`config.mk`:
```
export PLATFORM = sky130hd
export DESIGN_NAME = epi_host
export DESIGN_NICKNAME = d
export VERILOG_FILES = /design/src/common/epi_pkg.sv /design/src/common/epi_cyc_if.sv /design/src/hdl/epi_host.sv /design/src/hdl/epi_pin_cycle.sv
export SDC_FILE = /design/constraint.sdc
export NUM_CORES = 1
export LEC_CHECK = 0
export ABC_AREA = 1
export BUFFER_PORTS_ARGS = -buffer_cell sky130_fd_sc_hd__buf_2
export CAP_MARGIN = 15
export CORE_MARGIN = 1.5
export CORE_UTILIZATION = 58
export CTS_BUF_LIST = sky130_fd_sc_hd__clkbuf_2 sky130_fd_sc_hd__clkbuf_4 sky130_fd_sc_hd__clkbuf_8
export DETAILED_ROUTE_END_ITERATION = 16
export GPL_TIMING_DRIVEN = 1
export HOLD_SLACK_MARGIN = 0.03
export PLACE_DENSITY_LB_ADDON = 0.1
export SLEW_MARGIN = 40
export SYNTH_ARGS = -nofsm -noshare
export SYNTH_HDL_FRONTEND = slang
export SYNTH_SLANG_ARGS = --single-unit
```
`constraint.sdc`:
```
create_clock -name clk -period 4.1 [get_ports clk]
set_input_delay 0.615 -clock clk [delete_from_list [all_inputs] [get_ports clk]]
set_output_delay 0.615 -clock clk [all_outputs]
set_load 0.01 [all_outputs]
```
`src/common/epi_pkg.sv`:
```
// Operation
// - Read is chip select low, gate low, strobe high, protect high.
// - Write is chip select low, gate high, strobe low, protect high.
// - Host starts each page byte load 0.55 to 30 us after the previous.
// - Host waits at least 100 us around protect input transitions; the host waits only after a transition, in S_SETTLE.
// - Host presents address bits 14 and 15 in their defined order.
// - Lock is AA, 55, A0 command writes followed by one data write.
// - Unlock is six command writes AA, 55, 80, AA, 55, 20; nothing stored.
// - Host keeps address bits 7 to 16 fixed within one page load; lock and unlock key loads go to 5555 and AAAA instead.
package epi_pkg;

  localparam int ADDR_W = 17;
  localparam int DATA_W = 32;
  localparam int PAGE_LSB = 7;
  localparam int CLK_PERIOD_NS = 20;

  function automatic int epi_ceil_cyc(input int ns);
    int c;
    c = (ns + CLK_PERIOD_NS - 1) / CLK_PERIOD_NS;
    return (c < 1) ? 1 : c;
  endfunction

  localparam int WP_NS = 250;
  localparam int WP_CYC = epi_ceil_cyc(WP_NS);
  localparam int DH_NS = 10;
  localparam int DH_CYC = epi_ceil_cyc(DH_NS);
  localparam int ACC_NS = 150;
  localparam int ACC_CYC = epi_ceil_cyc(ACC_NS) + 1;
  localparam int DF_NS = 50;
  localparam int DF_CYC = epi_ceil_cyc(DF_NS);
  localparam int CYC_CNT_W = 4;

  localparam int LOAD_MIN_NS = 550;
  localparam int LOAD_MIN_CYC = epi_ceil_cyc(LOAD_MIN_NS);
  localparam int LOAD_MAX_NS = 30000;
  localparam int LOAD_MAX_CYC = LOAD_MAX_NS / CLK_PERIOD_NS;
  // The gap count starts after the strobe and hold, so the close point is pulled in.
  localparam int LOAD_CLOSE_CYC = LOAD_MAX_CYC - WP_CYC - DH_CYC - 1;
  localparam int IDLE_WIN_US = 100;
  localparam int IDLE_WIN_CYC = IDLE_WIN_US * 1000 / CLK_PERIOD_NS;
  localparam int PROG_MS = 10;
  localparam int PROG_CYC = PROG_MS * 1000000 / CLK_PERIOD_NS;
  localparam int SETTLE_US = 100;
  localparam int SETTLE_CYC = SETTLE_US * 1000 / CLK_PERIOD_NS;
  localparam int CNT_W = 20;

  localparam logic [ADDR_W-1:0] SDP_ADDR_A = 17'h0_5555;
  localparam logic [ADDR_W-1:0] SDP_ADDR_B = 17'h0_AAAA;
  localparam logic [7:0] SDP_KEY_1 = 8'hAA;
  localparam logic [7:0] SDP_KEY_2 = 8'h55;
  localparam logic [7:0] SDP_LOCK_KEY = 8'hA0;
  localparam logic [7:0] SDP_UNLOCK_KEY_1 = 8'h80;
  localparam logic [7:0] SDP_UNLOCK_KEY_2 = 8'h20;
  localparam logic [2:0] LEN_WRITE = 3'h1;
  localparam logic [2:0] LEN_LOCK = 3'h4;
  localparam logic [2:0] LEN_UNLOCK = 3'h6;

  typedef enum logic [1:0] {
    OP_READ = 2'h0,
    OP_WRITE = 2'h1,
    OP_LOCK_WRITE = 2'h2,
    OP_UNLOCK = 2'h3
  } epi_op_t;

  typedef struct packed {
    logic [ADDR_W-1:0] addr;
    logic [DATA_W-1:0] data;
  } epi_load_t;

  function automatic logic [2:0] epi_seq_len(input epi_op_t op);
    case (op)
      OP_LOCK_WRITE: return LEN_LOCK;
      OP_UNLOCK: return LEN_UNLOCK;
      default: return LEN_WRITE;
    endcase
  endfunction

  function automatic logic epi_same_page(input logic [ADDR_W-1:0] a,
                                         input logic [ADDR_W-1:0] b);
    return a[ADDR_W-1:PAGE_LSB] == b[ADDR_W-1:PAGE_LSB];
  endfunction

  // Command bytes go to every byte lane so each of the four dies sees the key.
  function automatic epi_load_t epi_seq_word(input epi_op_t op, input logic [2:0] step,
                                             input logic [ADDR_W-1:0] a,
                                             input logic [DATA_W-1:0] d);
    epi_load_t w;
    w.addr = a;
    w.data = d;
    // The lock sequence carries its user word as the fourth load, not as a key.
    if (op == OP_UNLOCK || (op == OP_LOCK_WRITE && step < 3'h3)) begin
      case (step)
        3'h0, 3'h3: begin
          w.addr = SDP_ADDR_A;
          w.data = {4{SDP_KEY_1}};
        end
        3'h1, 3'h4: begin
          w.addr = SDP_ADDR_B;
          w.data = {4{SDP_KEY_2}};
        end
        3'h2: begin
          w.addr = SDP_ADDR_A;
          w.data = (op == OP_UNLOCK) ? {4{SDP_UNLOCK_KEY_1}} : {4{SDP_LOCK_KEY}};
        end
        3'h5: begin
          w.addr = SDP_ADDR_A;
          w.data = {4{SDP_UNLOCK_KEY_2}};
        end
        default: begin
          w.addr = a;
          w.data = d;
        end
      endcase
    end
    return w;
  endfunction

endpackage

```
`src/common/epi_cyc_if.sv`:
```
`timescale 1ns/1ps
interface epi_cyc_if;
  import epi_pkg::*;
  logic start;
  logic wr;
  logic [ADDR_W-1:0] addr;
  logic [DATA_W-1:0] wdata;
  logic done;
  logic [DATA_W-1:0] rdata;
  modport master(output start, output wr, output addr, output wdata,
                 input done, input rdata);
  modport slave(input start, input wr, input addr, input wdata,
                output done, output rdata);
endinterface

```
`src/hdl/epi_host.sv`:
```
`timescale 1ns/1ps
module epi_host
  import epi_pkg::*;
#(
  parameter int IDLE_WIN_CYCLES = IDLE_WIN_CYC,
  parameter int PROG_CYCLES = PROG_CYC,
  parameter int SETTLE_CYCLES = SETTLE_CYC
) (
  input wire logic clk,
  input wire logic nrst,
  input wire logic cmd_valid,
  output logic cmd_ready,
  input wire logic [1:0] cmd_op,
  input wire logic [ADDR_W-1:0] cmd_addr,
  input wire logic [DATA_W-1:0] cmd_wdata,
  output logic rsp_valid,
  output logic [DATA_W-1:0] rsp_rdata,
  output logic ctrl_busy,
  output logic prog_timeout,
  input wire logic protect_req,
  output logic protect_active,
  output logic [ADDR_W-1:0] mem_addr,
  output logic mem_ce_n,
  output logic mem_oe_n,
  output logic mem_we_n,
  output logic program_protect_n,
  output logic [DATA_W-1:0] mem_data_out,
  output logic mem_data_oe,
  input wire logic [DATA_W-1:0] mem_data_in,
  input wire logic mem_rdy_busy_n
);

  typedef enum logic [6:0] {
    S_IDLE = 7'b000_0001,
    S_LOAD = 7'b000_0010,
    S_GAP = 7'b000_0100,
    S_READ = 7'b000_1000,
    S_IDLE_WIN = 7'b001_0000,
    S_PROG = 7'b010_0000,
    S_SETTLE = 7'b100_0000
  } epi_hst_t;

  typedef struct packed {
    epi_hst_t st;
    logic [CNT_W-1:0] cnt;
    epi_op_t op;
    logic [2:0] step;
    logic [ADDR_W-1:0] uaddr;
    logic [DATA_W-1:0] udata;
    logic start;
    logic wr;
    logic [ADDR_W-1:0] caddr;
    logic [DATA_W-1:0] cdata;
    logic rsp_valid;
    logic [DATA_W-1:0] rdata;
    logic protect_n;
    logic timeout;
  } epi_host_state_t;

  epi_host_state_t r;
  epi_host_state_t next_r;
  epi_cyc_if cyc();

  logic seq_done;
  logic idle_take;
  logic page_fit;
  logic page_take;
  epi_load_t first_load;
  epi_load_t step_load;

  assign seq_done = r.step >= epi_seq_len(r.op);
  // Commands wait while the device is held protected; it would ignore them anyway.
  assign idle_take = (r.st == S_IDLE) && (protect_req == ~r.protect_n) && r.protect_n;
  // An unlock page stores nothing, so a write after it must open a page of its own.
  assign page_fit = seq_done && (r.op != OP_UNLOCK) && (epi_op_t'(cmd_op) == OP_WRITE)
                    && epi_same_page(cmd_addr, r.uaddr);
  assign page_take = (r.st == S_GAP) && page_fit
                     && (r.cnt >= CNT_W'(LOAD_MIN_CYC))
                     && (r.cnt < CNT_W'(LOAD_CLOSE_CYC));
  assign cmd_ready = idle_take || page_take;
  assign first_load = epi_seq_word(epi_op_t'(cmd_op), 3'h0, cmd_addr, cmd_wdata);
  assign step_load = epi_seq_word(r.op, r.step, r.uaddr, r.udata);

  always_comb begin
    next_r = r;
    next_r.start = 1'b0;
    next_r.rsp_valid = 1'b0;
    next_r.cnt = r.cnt + 1'b1;
    case (r.st)
      S_IDLE: begin
        next_r.cnt = '0;
        if (protect_req == r.protect_n) begin
          next_r.protect_n = ~protect_req;
          next_r.st = S_SETTLE;
        end else if (cmd_valid && idle_take) begin
          next_r.op = epi_op_t'(cmd_op);
          next_r.uaddr = cmd_addr;
          next_r.udata = cmd_wdata;
          next_r.step = 3'h0;
          next_r.start = 1'b1;
          next_r.caddr = first_load.addr;
          next_r.cdata = first_load.data;
          next_r.wr = epi_op_t'(cmd_op) != OP_READ;
          next_r.st = (epi_op_t'(cmd_op) == OP_READ) ? S_READ : S_LOAD;
        end
      end
      S_READ: begin
        if (cyc.done) begin
          next_r.rsp_valid = 1'b1;
          next_r.rdata = cyc.rdata;
          next_r.st = S_IDLE;
        end
      end
      S_LOAD: begin
        next_r.cnt = '0;
        if (cyc.done) begin
          next_r.step = r.step + 3'h1;
          next_r.st = S_GAP;
        end
      end
      S_GAP: begin
        if (!seq_done) begin
          if (r.cnt >= CNT_W'(LOAD_MIN_CYC)) begin
            // Command bytes and the data byte form one page load, so spacing applies.
            next_r.start = 1'b1;
            next_r.caddr = step_load.addr;
            next_r.cdata = step_load.data;
            next_r.st = S_LOAD;
          end
        end else if (cmd_valid && page_take) begin
          next_r.op = OP_WRITE;
          next_r.uaddr = cmd_addr;
          next_r.udata = cmd_wdata;
          next_r.step = 3'h0;
          next_r.start = 1'b1;
          next_r.caddr = cmd_addr;
          next_r.cdata = cmd_wdata;
          next_r.st = S_LOAD;
        end else if ((cmd_valid && !page_fit) || r.cnt >= CNT_W'(LOAD_CLOSE_CYC)) begin
          // A fitting write that comes too early waits for the gap instead of closing.
          next_r.st = S_IDLE_WIN;
        end
      end
      S_IDLE_WIN: begin
        // The count carries on from the last load, so the window is measured from it.
        if (r.cnt >= CNT_W'(IDLE_WIN_CYCLES)) begin
          next_r.cnt = '0;
          next_r.st = S_PROG;
        end
      end
      S_PROG: begin
        // Nothing is issued here: writes would be ignored until the cycle ends.
        if (mem_rdy_busy_n) begin
          next_r.st = S_IDLE;
        end else if (r.cnt >= CNT_W'(PROG_CYCLES)) begin
          next_r.timeout = 1'b1;
          next_r.st = S_IDLE;
        end
      end
      S_SETTLE: begin
        if (r.cnt >= CNT_W'(SETTLE_CYCLES)) begin
          next_r.st = S_IDLE;
        end
      end
      default: begin
        next_r.st = S_IDLE;
      end
    endcase
    if (r.st == S_IDLE && cmd_valid && idle_take) begin
      next_r.timeout = 1'b0;
    end
  end

  always_ff @(posedge clk or negedge nrst) begin
    if (!nrst) begin
      r <= '{st: S_IDLE, cnt: '0, op: OP_READ, step: 3'h0, uaddr: '0, udata: '0,
             start: 1'b0, wr: 1'b0, caddr: '0, cdata: '0, rsp_valid: 1'b0,
             rdata: '0, protect_n: 1'b0, timeout: 1'b0};
    end else begin
      r <= next_r;
    end
  end

  assign cyc.start = r.start;
  assign cyc.wr = r.wr;
  assign cyc.addr = r.caddr;
  assign cyc.wdata = r.cdata;

  assign rsp_valid = r.rsp_valid;
  assign rsp_rdata = r.rdata;
  assign ctrl_busy = r.st != S_IDLE;
  assign prog_timeout = r.timeout;
  assign protect_active = ~r.protect_n;
  assign program_protect_n = r.protect_n;

  epi_pin_cycle u_cycle (
    .clk(clk),
    .nrst(nrst),
    .cyc(cyc.slave),
    .mem_addr(mem_addr),
    .mem_ce_n(mem_ce_n),
    .mem_oe_n(mem_oe_n),
    .mem_we_n(mem_we_n),
    .mem_data_out(mem_data_out),
    .mem_data_oe(mem_data_oe),
    .mem_data_in(mem_data_in)
  );

endmodule

```
`src/hdl/epi_pin_cycle.sv`:
```
`timescale 1ns/1ps
module epi_pin_cycle
  import epi_pkg::*;
(
  input wire logic clk,
  input wire logic nrst,
  epi_cyc_if.slave cyc,
  output logic [ADDR_W-1:0] mem_addr,
  output logic mem_ce_n,
  output logic mem_oe_n,
  output logic mem_we_n,
  output logic [DATA_W-1:0] mem_data_out,
  output logic mem_data_oe,
  input wire logic [DATA_W-1:0] mem_data_in
);

  typedef enum logic [3:0] {
    C_IDLE = 4'b0001,
    C_STROBE = 4'b0010,
    C_HOLD = 4'b0100,
    C_RECOV = 4'b1000
  } epi_cst_t;

  typedef struct packed {
    epi_cst_t st;
    logic [CYC_CNT_W-1:0] cnt;
    logic wr;
    logic [ADDR_W-1:0] addr;
    logic [DATA_W-1:0] dout;
    logic doe;
    logic ce_n;
    logic oe_n;
    logic we_n;
    logic done;
    logic [DATA_W-1:0] rdata;
  } epi_cyc_state_t;

  epi_cyc_state_t r;
  epi_cyc_state_t next_r;

  always_comb begin
    next_r = r;
    next_r.done = 1'b0;
    next_r.cnt = r.cnt + 1'b1;
    case (r.st)
      C_IDLE: begin
        next_r.cnt = '0;
        if (cyc.start) begin
          next_r.st = C_STROBE;
          next_r.wr = cyc.wr;
          next_r.addr = cyc.addr;
          next_r.dout = cyc.wdata;
          next_r.ce_n = 1'b0;
          next_r.doe = cyc.wr;
          next_r.we_n = ~cyc.wr;
          next_r.oe_n = cyc.wr;
        end
      end
      C_STROBE: begin
        if (r.wr && r.cnt == CYC_CNT_W'(WP_CYC - 1)) begin
          // Data is taken on this rising edge, so it stays driven through the hold.
          next_r.we_n = 1'b1;
          next_r.cnt = '0;
          next_r.st = C_HOLD;
        end else if (!r.wr && r.cnt == CYC_CNT_W'(ACC_CYC - 1)) begin
          next_r.rdata = mem_data_in;
          next_r.oe_n = 1'b1;
          next_r.ce_n = 1'b1;
          next_r.cnt = '0;
          next_r.st = C_RECOV;
        end
      end
      C_HOLD: begin
        if (r.cnt == CYC_CNT_W'(DH_CYC - 1)) begin
          next_r.doe = 1'b0;
          next_r.ce_n = 1'b1;
          next_r.cnt = '0;
          next_r.st = C_RECOV;
        end
      end
      C_RECOV: begin
        // The device may still drive the data bus briefly after the gate rises.
        if (r.cnt == CYC_CNT_W'(DF_CYC - 1)) begin
          next_r.done = 1'b1;
          next_r.st = C_IDLE;
        end
      end
      default: begin
        next_r.st = C_IDLE;
      end
    endcase
  end

  always_ff @(posedge clk or negedge nrst) begin
    if (!nrst) begin
      r <= '{st: C_IDLE, cnt: '0, wr: 1'b0, addr: '0, dout: '0, doe: 1'b0,
             ce_n: 1'b1, oe_n: 1'b1, we_n: 1'b1, done: 1'b0, rdata: '0};
    end else begin
      r <= next_r;
    end
  end

  assign cyc.done = r.done;
  assign cyc.rdata = r.rdata;
  assign mem_addr = r.addr;
  assign mem_ce_n = r.ce_n;
  assign mem_oe_n = r.oe_n;
  assign mem_we_n = r.we_n;
  assign mem_data_out = r.dout;
  assign mem_data_oe = r.doe;

endmodule

```
* Yosys cells after proc, flatten, opt, wreduce, memory -nomap -nowiden
Cells that the tools add are included.
** Word-level totals
- Register bits :: 262
- Output and inout bits :: 91
** Cells by class
- $add $sub $neg :: 3
- Magnitude comparators :: 7
- Eq/ne operators :: 50
- Mux-type cells :: 57
- Bitwise operators :: 5
- Reductions and logical operators :: 51
** Operators with widths (count)
- $mux 49 :: 5
- $mux 105 :: 2
- $pmux 49 s4 :: 1
- $pmux 50 s2 :: 1
- $pmux 49 s2 :: 1
- $mux 7 :: 11
- $mux 33 :: 2
- $mux 55 :: 1
- $mux 54 :: 1
- $pmux 7 s7 :: 1
- $pmux 20 s2 :: 1
- $mux 30 :: 1
- $mux 27 :: 1
- $mux 8 :: 3
- $add 20x1->20 const B :: 1
- $ge 20x11->1 const B :: 1
- $ge 20x13->1 const B :: 1
- $ge 20x19->1 const B :: 1
- $ge 20x5->1 const B :: 1
- $lt 20x11->1 const B :: 1
- $ne 2x1->1 const B :: 9
- $logic_and 1x1->1 :: 16
- $mux 4 :: 4
- $pmux 4 s4 :: 1
- other kinds (52) :: 105

* Logic depth before layout (Yosys ltp)
- Depth in word-level cells :: 13
- Gate-level depth with buffers :: 15

* By module
Synthesis repeated with hierarchy kept, for this count alone.
** Unflattened totals
- Cell total of the unflattened synthesis :: 1776
- Area, all modules :: 13837.0 um^2
** Modules (own cells, without submodules)
- epi_host :: times used 1, cells each 1258, area each 9389.0 um^2, sequential area each 4180.3 um^2
- epi_pin_cycle :: times used 1, cells each 518, area each 4448.0 um^2, sequential area each 2382.3 um^2

* Worst setup path after synthesis
No wires, ideal clock.
- Path type :: reg2reg
- Start :: register r[135] (netlist bit)
- End :: register r, in the netlist cyc.addr[13]
- Setup time :: 113 ps
- Arrival :: 1940 ps
- Setup slack :: 2047 ps
- Cell stages (with the launch flop) :: 15
- Period minus slack after synthesis :: 2053 ps
- Cells stage by stage :: dfrtp_1 > inv_1 > ha_1 > nand3_1 > nand3_1 > inv_1 > nand2_2 > inv_1 > nand2_1 > clkbuf_1 > o21ai_0 > a21oi_1 > nand2_1 > nand2_1 > inv_1
** Between the ends
- Cells in the longest elaborated chain, start to end :: 10
** Ends and longest elaborated chain
- from (decl) :: line epi_host.sv:60 : epi_host_state_t r;
- from (signal assigned) :: line epi_host.sv:176 : r <= '{st: S_IDLE, cnt: '0, op: OP_READ, step: 3'h0, uaddr: '0, udata: '0,
- from (signal assigned) :: line epi_host.sv:180 : r <= next_r;
- $ge 3x3->1 :: line epi_host.sv:71 : assign seq_done = r.step >= epi_seq_len(r.op);
- $logic_and 1x1->1 (2 in series) :: line epi_host.sv:75 : assign page_fit = seq_done && (r.op != OP_UNLOCK) && (epi_op_t'(cmd_op) == OP_WRITE)
- $logic_and 1x1->1 :: line epi_host.sv:76 : && epi_same_page(cmd_addr, r.uaddr);
- $logic_and 1x1->1 :: line epi_host.sv:77 : assign page_take = (r.st == S_GAP) && page_fit
- $logic_and 1x1->1 :: line epi_host.sv:78 : && (r.cnt >= CNT_W'(LOAD_MIN_CYC))
- $logic_and 1x1->1 :: line epi_host.sv:79 : && (r.cnt < CNT_W'(LOAD_CLOSE_CYC));
- $logic_and 1x1->1 :: line epi_host.sv:130 : end else if (cmd_valid && page_take) begin
- $ne 3x2->1 (no source line)
- $reduce_and 5->1 (no source line)
Several ways; a longest one is shown, not always the timed one. The select of a mux whose other input is x is not followed.
A chain may end at the register's enable or synchronous reset.

* Final worst setup path
- Start :: register r[162] (netlist bit)
- End :: register r, in the netlist cyc.addr[11]
** Between the ends
- Cells in the longest elaborated chain, start to end :: 7
** Ends and longest elaborated chain (line)
- $eq 7x3->1 :: epi_host.sv:77, epi_host.sv:89
- $logic_and 1x1->1 :: epi_host.sv:77
- $logic_and 1x1->1 :: epi_host.sv:78
- $logic_and 1x1->1 :: epi_host.sv:79
- $logic_and 1x1->1 :: epi_host.sv:130
- $ne 3x2->1 (no source line)
- $reduce_and 5->1 (no source line)
Several ways; a longest one is shown, not always the timed one.

==> metrics.yaml <==
core_sq_mm: 0.0212
die_w_um: 151
fin_crit_ns: 2.90
die_area_sq_mm: 0.0227
power_density_mw_per_mm2: 657
switching_share_pct: 36.6
crit_chain: "nor2_2 > nand3_1 > nor2_2 > nand3_2 > nand2_1 > o211ai_1 > a21oi_2 > nand2_2 > buf_4 > inv_2 > nand2_1 > nand2_1 > inv_1"
period_share_pct: 70.8
antenna_found_initial: 4
tightest_slew_ns: 0.817
startpoint: "r[162]"
worstSetupStartpointType: "flip-flop"
setup_viol_count_final: 0
final_cell_mix: "509 x nand2_1, 257 x dfrtp_1, 193 x inv_1"
syn_to_final_growth_pct: 11.9
synth-seq-cells: 262
rsz0062_at_grt: "false"
num_io_pins: 179
synthFlopType: "dfrtp_1"
ys.warnings.count: 0
cts.path.max_buffers: 3
yosysUniqueCellTypes: 42
hp-start: "cmd_addr[6]"
hold_class: "in -> reg"
gp_congestion: 0.897
path_class: "reg -> reg"
setup.worst_path.end_class: "flip-flop"
htree_num_levels: 2
irDropWorstVdd_uv: 360
clockRootBuffer: "clkbuf_8"
synthCells: 1562
gr-total-overflow: 0
final_cell_area_sq_mm: 0.0142
setup_ws_ns: 1.20
postPlaceCellArea_sq_mm: 0.0132
grt_pass1_wl_mm: 46.5
cts.sinks: 262
cpPeakStageDelay_ns: 0.44
internal_power_w: 0.00591
drt_first_pass_iters: 5
wl_per_cell_um: 14.3
critical_path_buf_inv_count: 3
die_h_um: 151
synth_area_sq_mm: 0.0127
synth_async_sr_flop_share_pct: 100
initial_core_util_pct: 59.7
synth_edf_count: 0
dp_hpwl_mm: 19.4
finalMaxSlewViolations: 0
portBuffers: 178
clock_latency_ns: 0.56
crit_family: "simple AND/OR/NAND/NOR gates"
cts_tree: "built"
drt_iter0_drc: 510
skew_ns: 0.0178
p_leak_nw: 7.87
combPwrFrac_pct: 32.5
pwr-share-clk_pct: 26.5
place_ws_ns: 1.26
cp_common_cell: "nand2_1"
synth.avg_cell_area_sq_um: 8.11
ant_nets: 0
grt_usage_pct: 25.8
switching_power_w: 0.00341
drive_gt1_share_pct: 19.1
grt_pass1_vias: 9501
vias: 9870
syn_nets: 1664
worst-path-max-fanout: 40
slew_headroom_pct: 45.3
fp-row-count: 53
fin_tns_setup_ns: 0
p_seq_share_pct: 41.0
critPathSlowestCell: "dfrtp_1"
reg2reg_from: "r[162]"
fmax_mhz: 344
cts.clk_slew.worst_paths_ns: 0.06
outcome: "finished, final reports clean"
cts_made_buffers: 43
final_nets: 1767
arrival_ns: 3.36
final_common_cell: "nand2_1"
drt-total-wl_mm: 28.3
hold_violations: 0
grt_max_degree: 98
crit_required_ns: 4.55
finalNonFillerCells: 1976
drc: 0
cap_violations: 0
ys_seq_area_share_pct: 51.8
via_per_inst: 4.99
dpl.cell_count: 1894
## worst reg2reg max path: cells and delay by family, from the launching register on
family / cells / cell delay [ns]
flip-flops: 1 / 0.44
buffers and inverters: 3 / 0.64
AND/OR/NAND/NOR: 8 / 1.48
AO/OA/AOI/OAI: 2 / 0.25
## state kept, by name, indices dropped and copies added (netlist names), 9 cells and up
register,flops
r,81
u_cycle.cyc.rdata,32
cyc.addr,17
u_cycle.mem_data_out,32
u_cycle.mem_addr,17
cyc.wdata,32
u_cycle.r,9
rsp_rdata,32
## layer usage
layer | track usage [%] | part of all wire [%] | routed length, um
met5 | 0 | 0.032 | 9
met4 | 8.06 | 1.9 | 527
met3 | 4.49 | 6.0 | 1700
met2 | 40.6 | 46 | 13000
met1 | 36.5 | 46 | 13000
## power groups by stage
stage	Sequential, W	Clock [W]	Combinational [W]
2_1_floorplan	0.00377	0	0.00247
3_3_place_gp	0.00383	0	0.00294
3_5_place_dp	0.00386	0	0.00303
4_1_cts	0.00382	0.00252	0.00306
5_1_grt	0.00391	0.00264	0.00356
6_report	0.00382	0.00247	0.00303
## metrics by stage
stage	total power (W)	hold WS, ns	utilization (%)
final	0.00932	0.273	66.8
after global routing	0.0101	0.277	66.8
after CTS	0.00940	0.256	66.8
after detailed placement	0.00689	0.446	62.3
after global placement	0.00677	0.444	62.1
after floorplan	0.00624	0.319	-
## logic make-up (layout without fill, tap and decap cells)
family | count (synthesis) | after routing | share of synthesized area, %
other | 0 | 5 | 0
AOI/OAI and AO/OA | 195 | 195 | 7.97
adders and majority gates | 14 | 14 | 1.38
xor gates and xnor gates | 13 | 13 | 0.899
muxes | 20 | 20 | 1.78
DFF | 262 | 262 | 51.8
buffers and inverters | 335 | 469 | 12.7
and+or+nand+nor | 723 | 723 | 23.5
## synth_stat cells, types with 6 or more instances
| cell type | n | area share [%] |
|---|---|---|
| a21oi_1 | 43 | 1.7 |
| buf_2 | 12 | 0.47 |
| buf_4 | 86 | 5.1 |
| clkbuf_1 | 27 | 0.80 |
| dfrtp_1 | 257 | 51 |
| ha_1 | 14 | 1.4 |
| inv_1 | 193 | 5.7 |
| inv_2 | 8 | 0.24 |
| mux2_2 | 20 | 1.8 |
| nand2_1 | 511 | 15 |
| nand2_2 | 6 | 0.30 |
| nand3_1 | 56 | 2.2 |
| nand4_1 | 17 | 0.84 |
| nor2_1 | 89 | 2.6 |
| nor3_1 | 15 | 0.59 |
| nor4_1 | 6 | 0.30 |
| o21ai_0 | 106 | 4.2 |
| o21ai_1 | 33 | 1.3 |
| xnor2_1 | 6 | 0.41 |
| xor2_1 | 7 | 0.48 |
## path summary, 6_finish.rpt
path,end,slack (ns),cells after the start
hold / removal,r[124],0.27,3
setup / recovery,cyc.addr[11],1.20,13
min in group asynchronous,rsp_rdata[2],0.56,2
hold reg to reg,rsp_rdata[18],0.46,2
setup reg to reg,cyc.addr[11],1.20,13
max in group asynchronous,cyc.wdata[16],2.49,4
## final cells by class
class | count | area [sq um]
clock inverter | 12 | 144
multi-input combinational | 965 | 4530
timing repair buffer | 190 | 1040
fill | 1837 | 7040
antenna | 5 | 12.5
sequential | 262 | 6560
clock buffer | 64 | 793
tap | 275 | 344
inverter | 203 | 762
## repair_timing
item,4_1_cts,5_1_grt
gates resized for setup,0,0
setup buffers,0,0
hold buffers,1,0
hold endpoints to repair,47,0
Power figures use the tool's default switching activity.
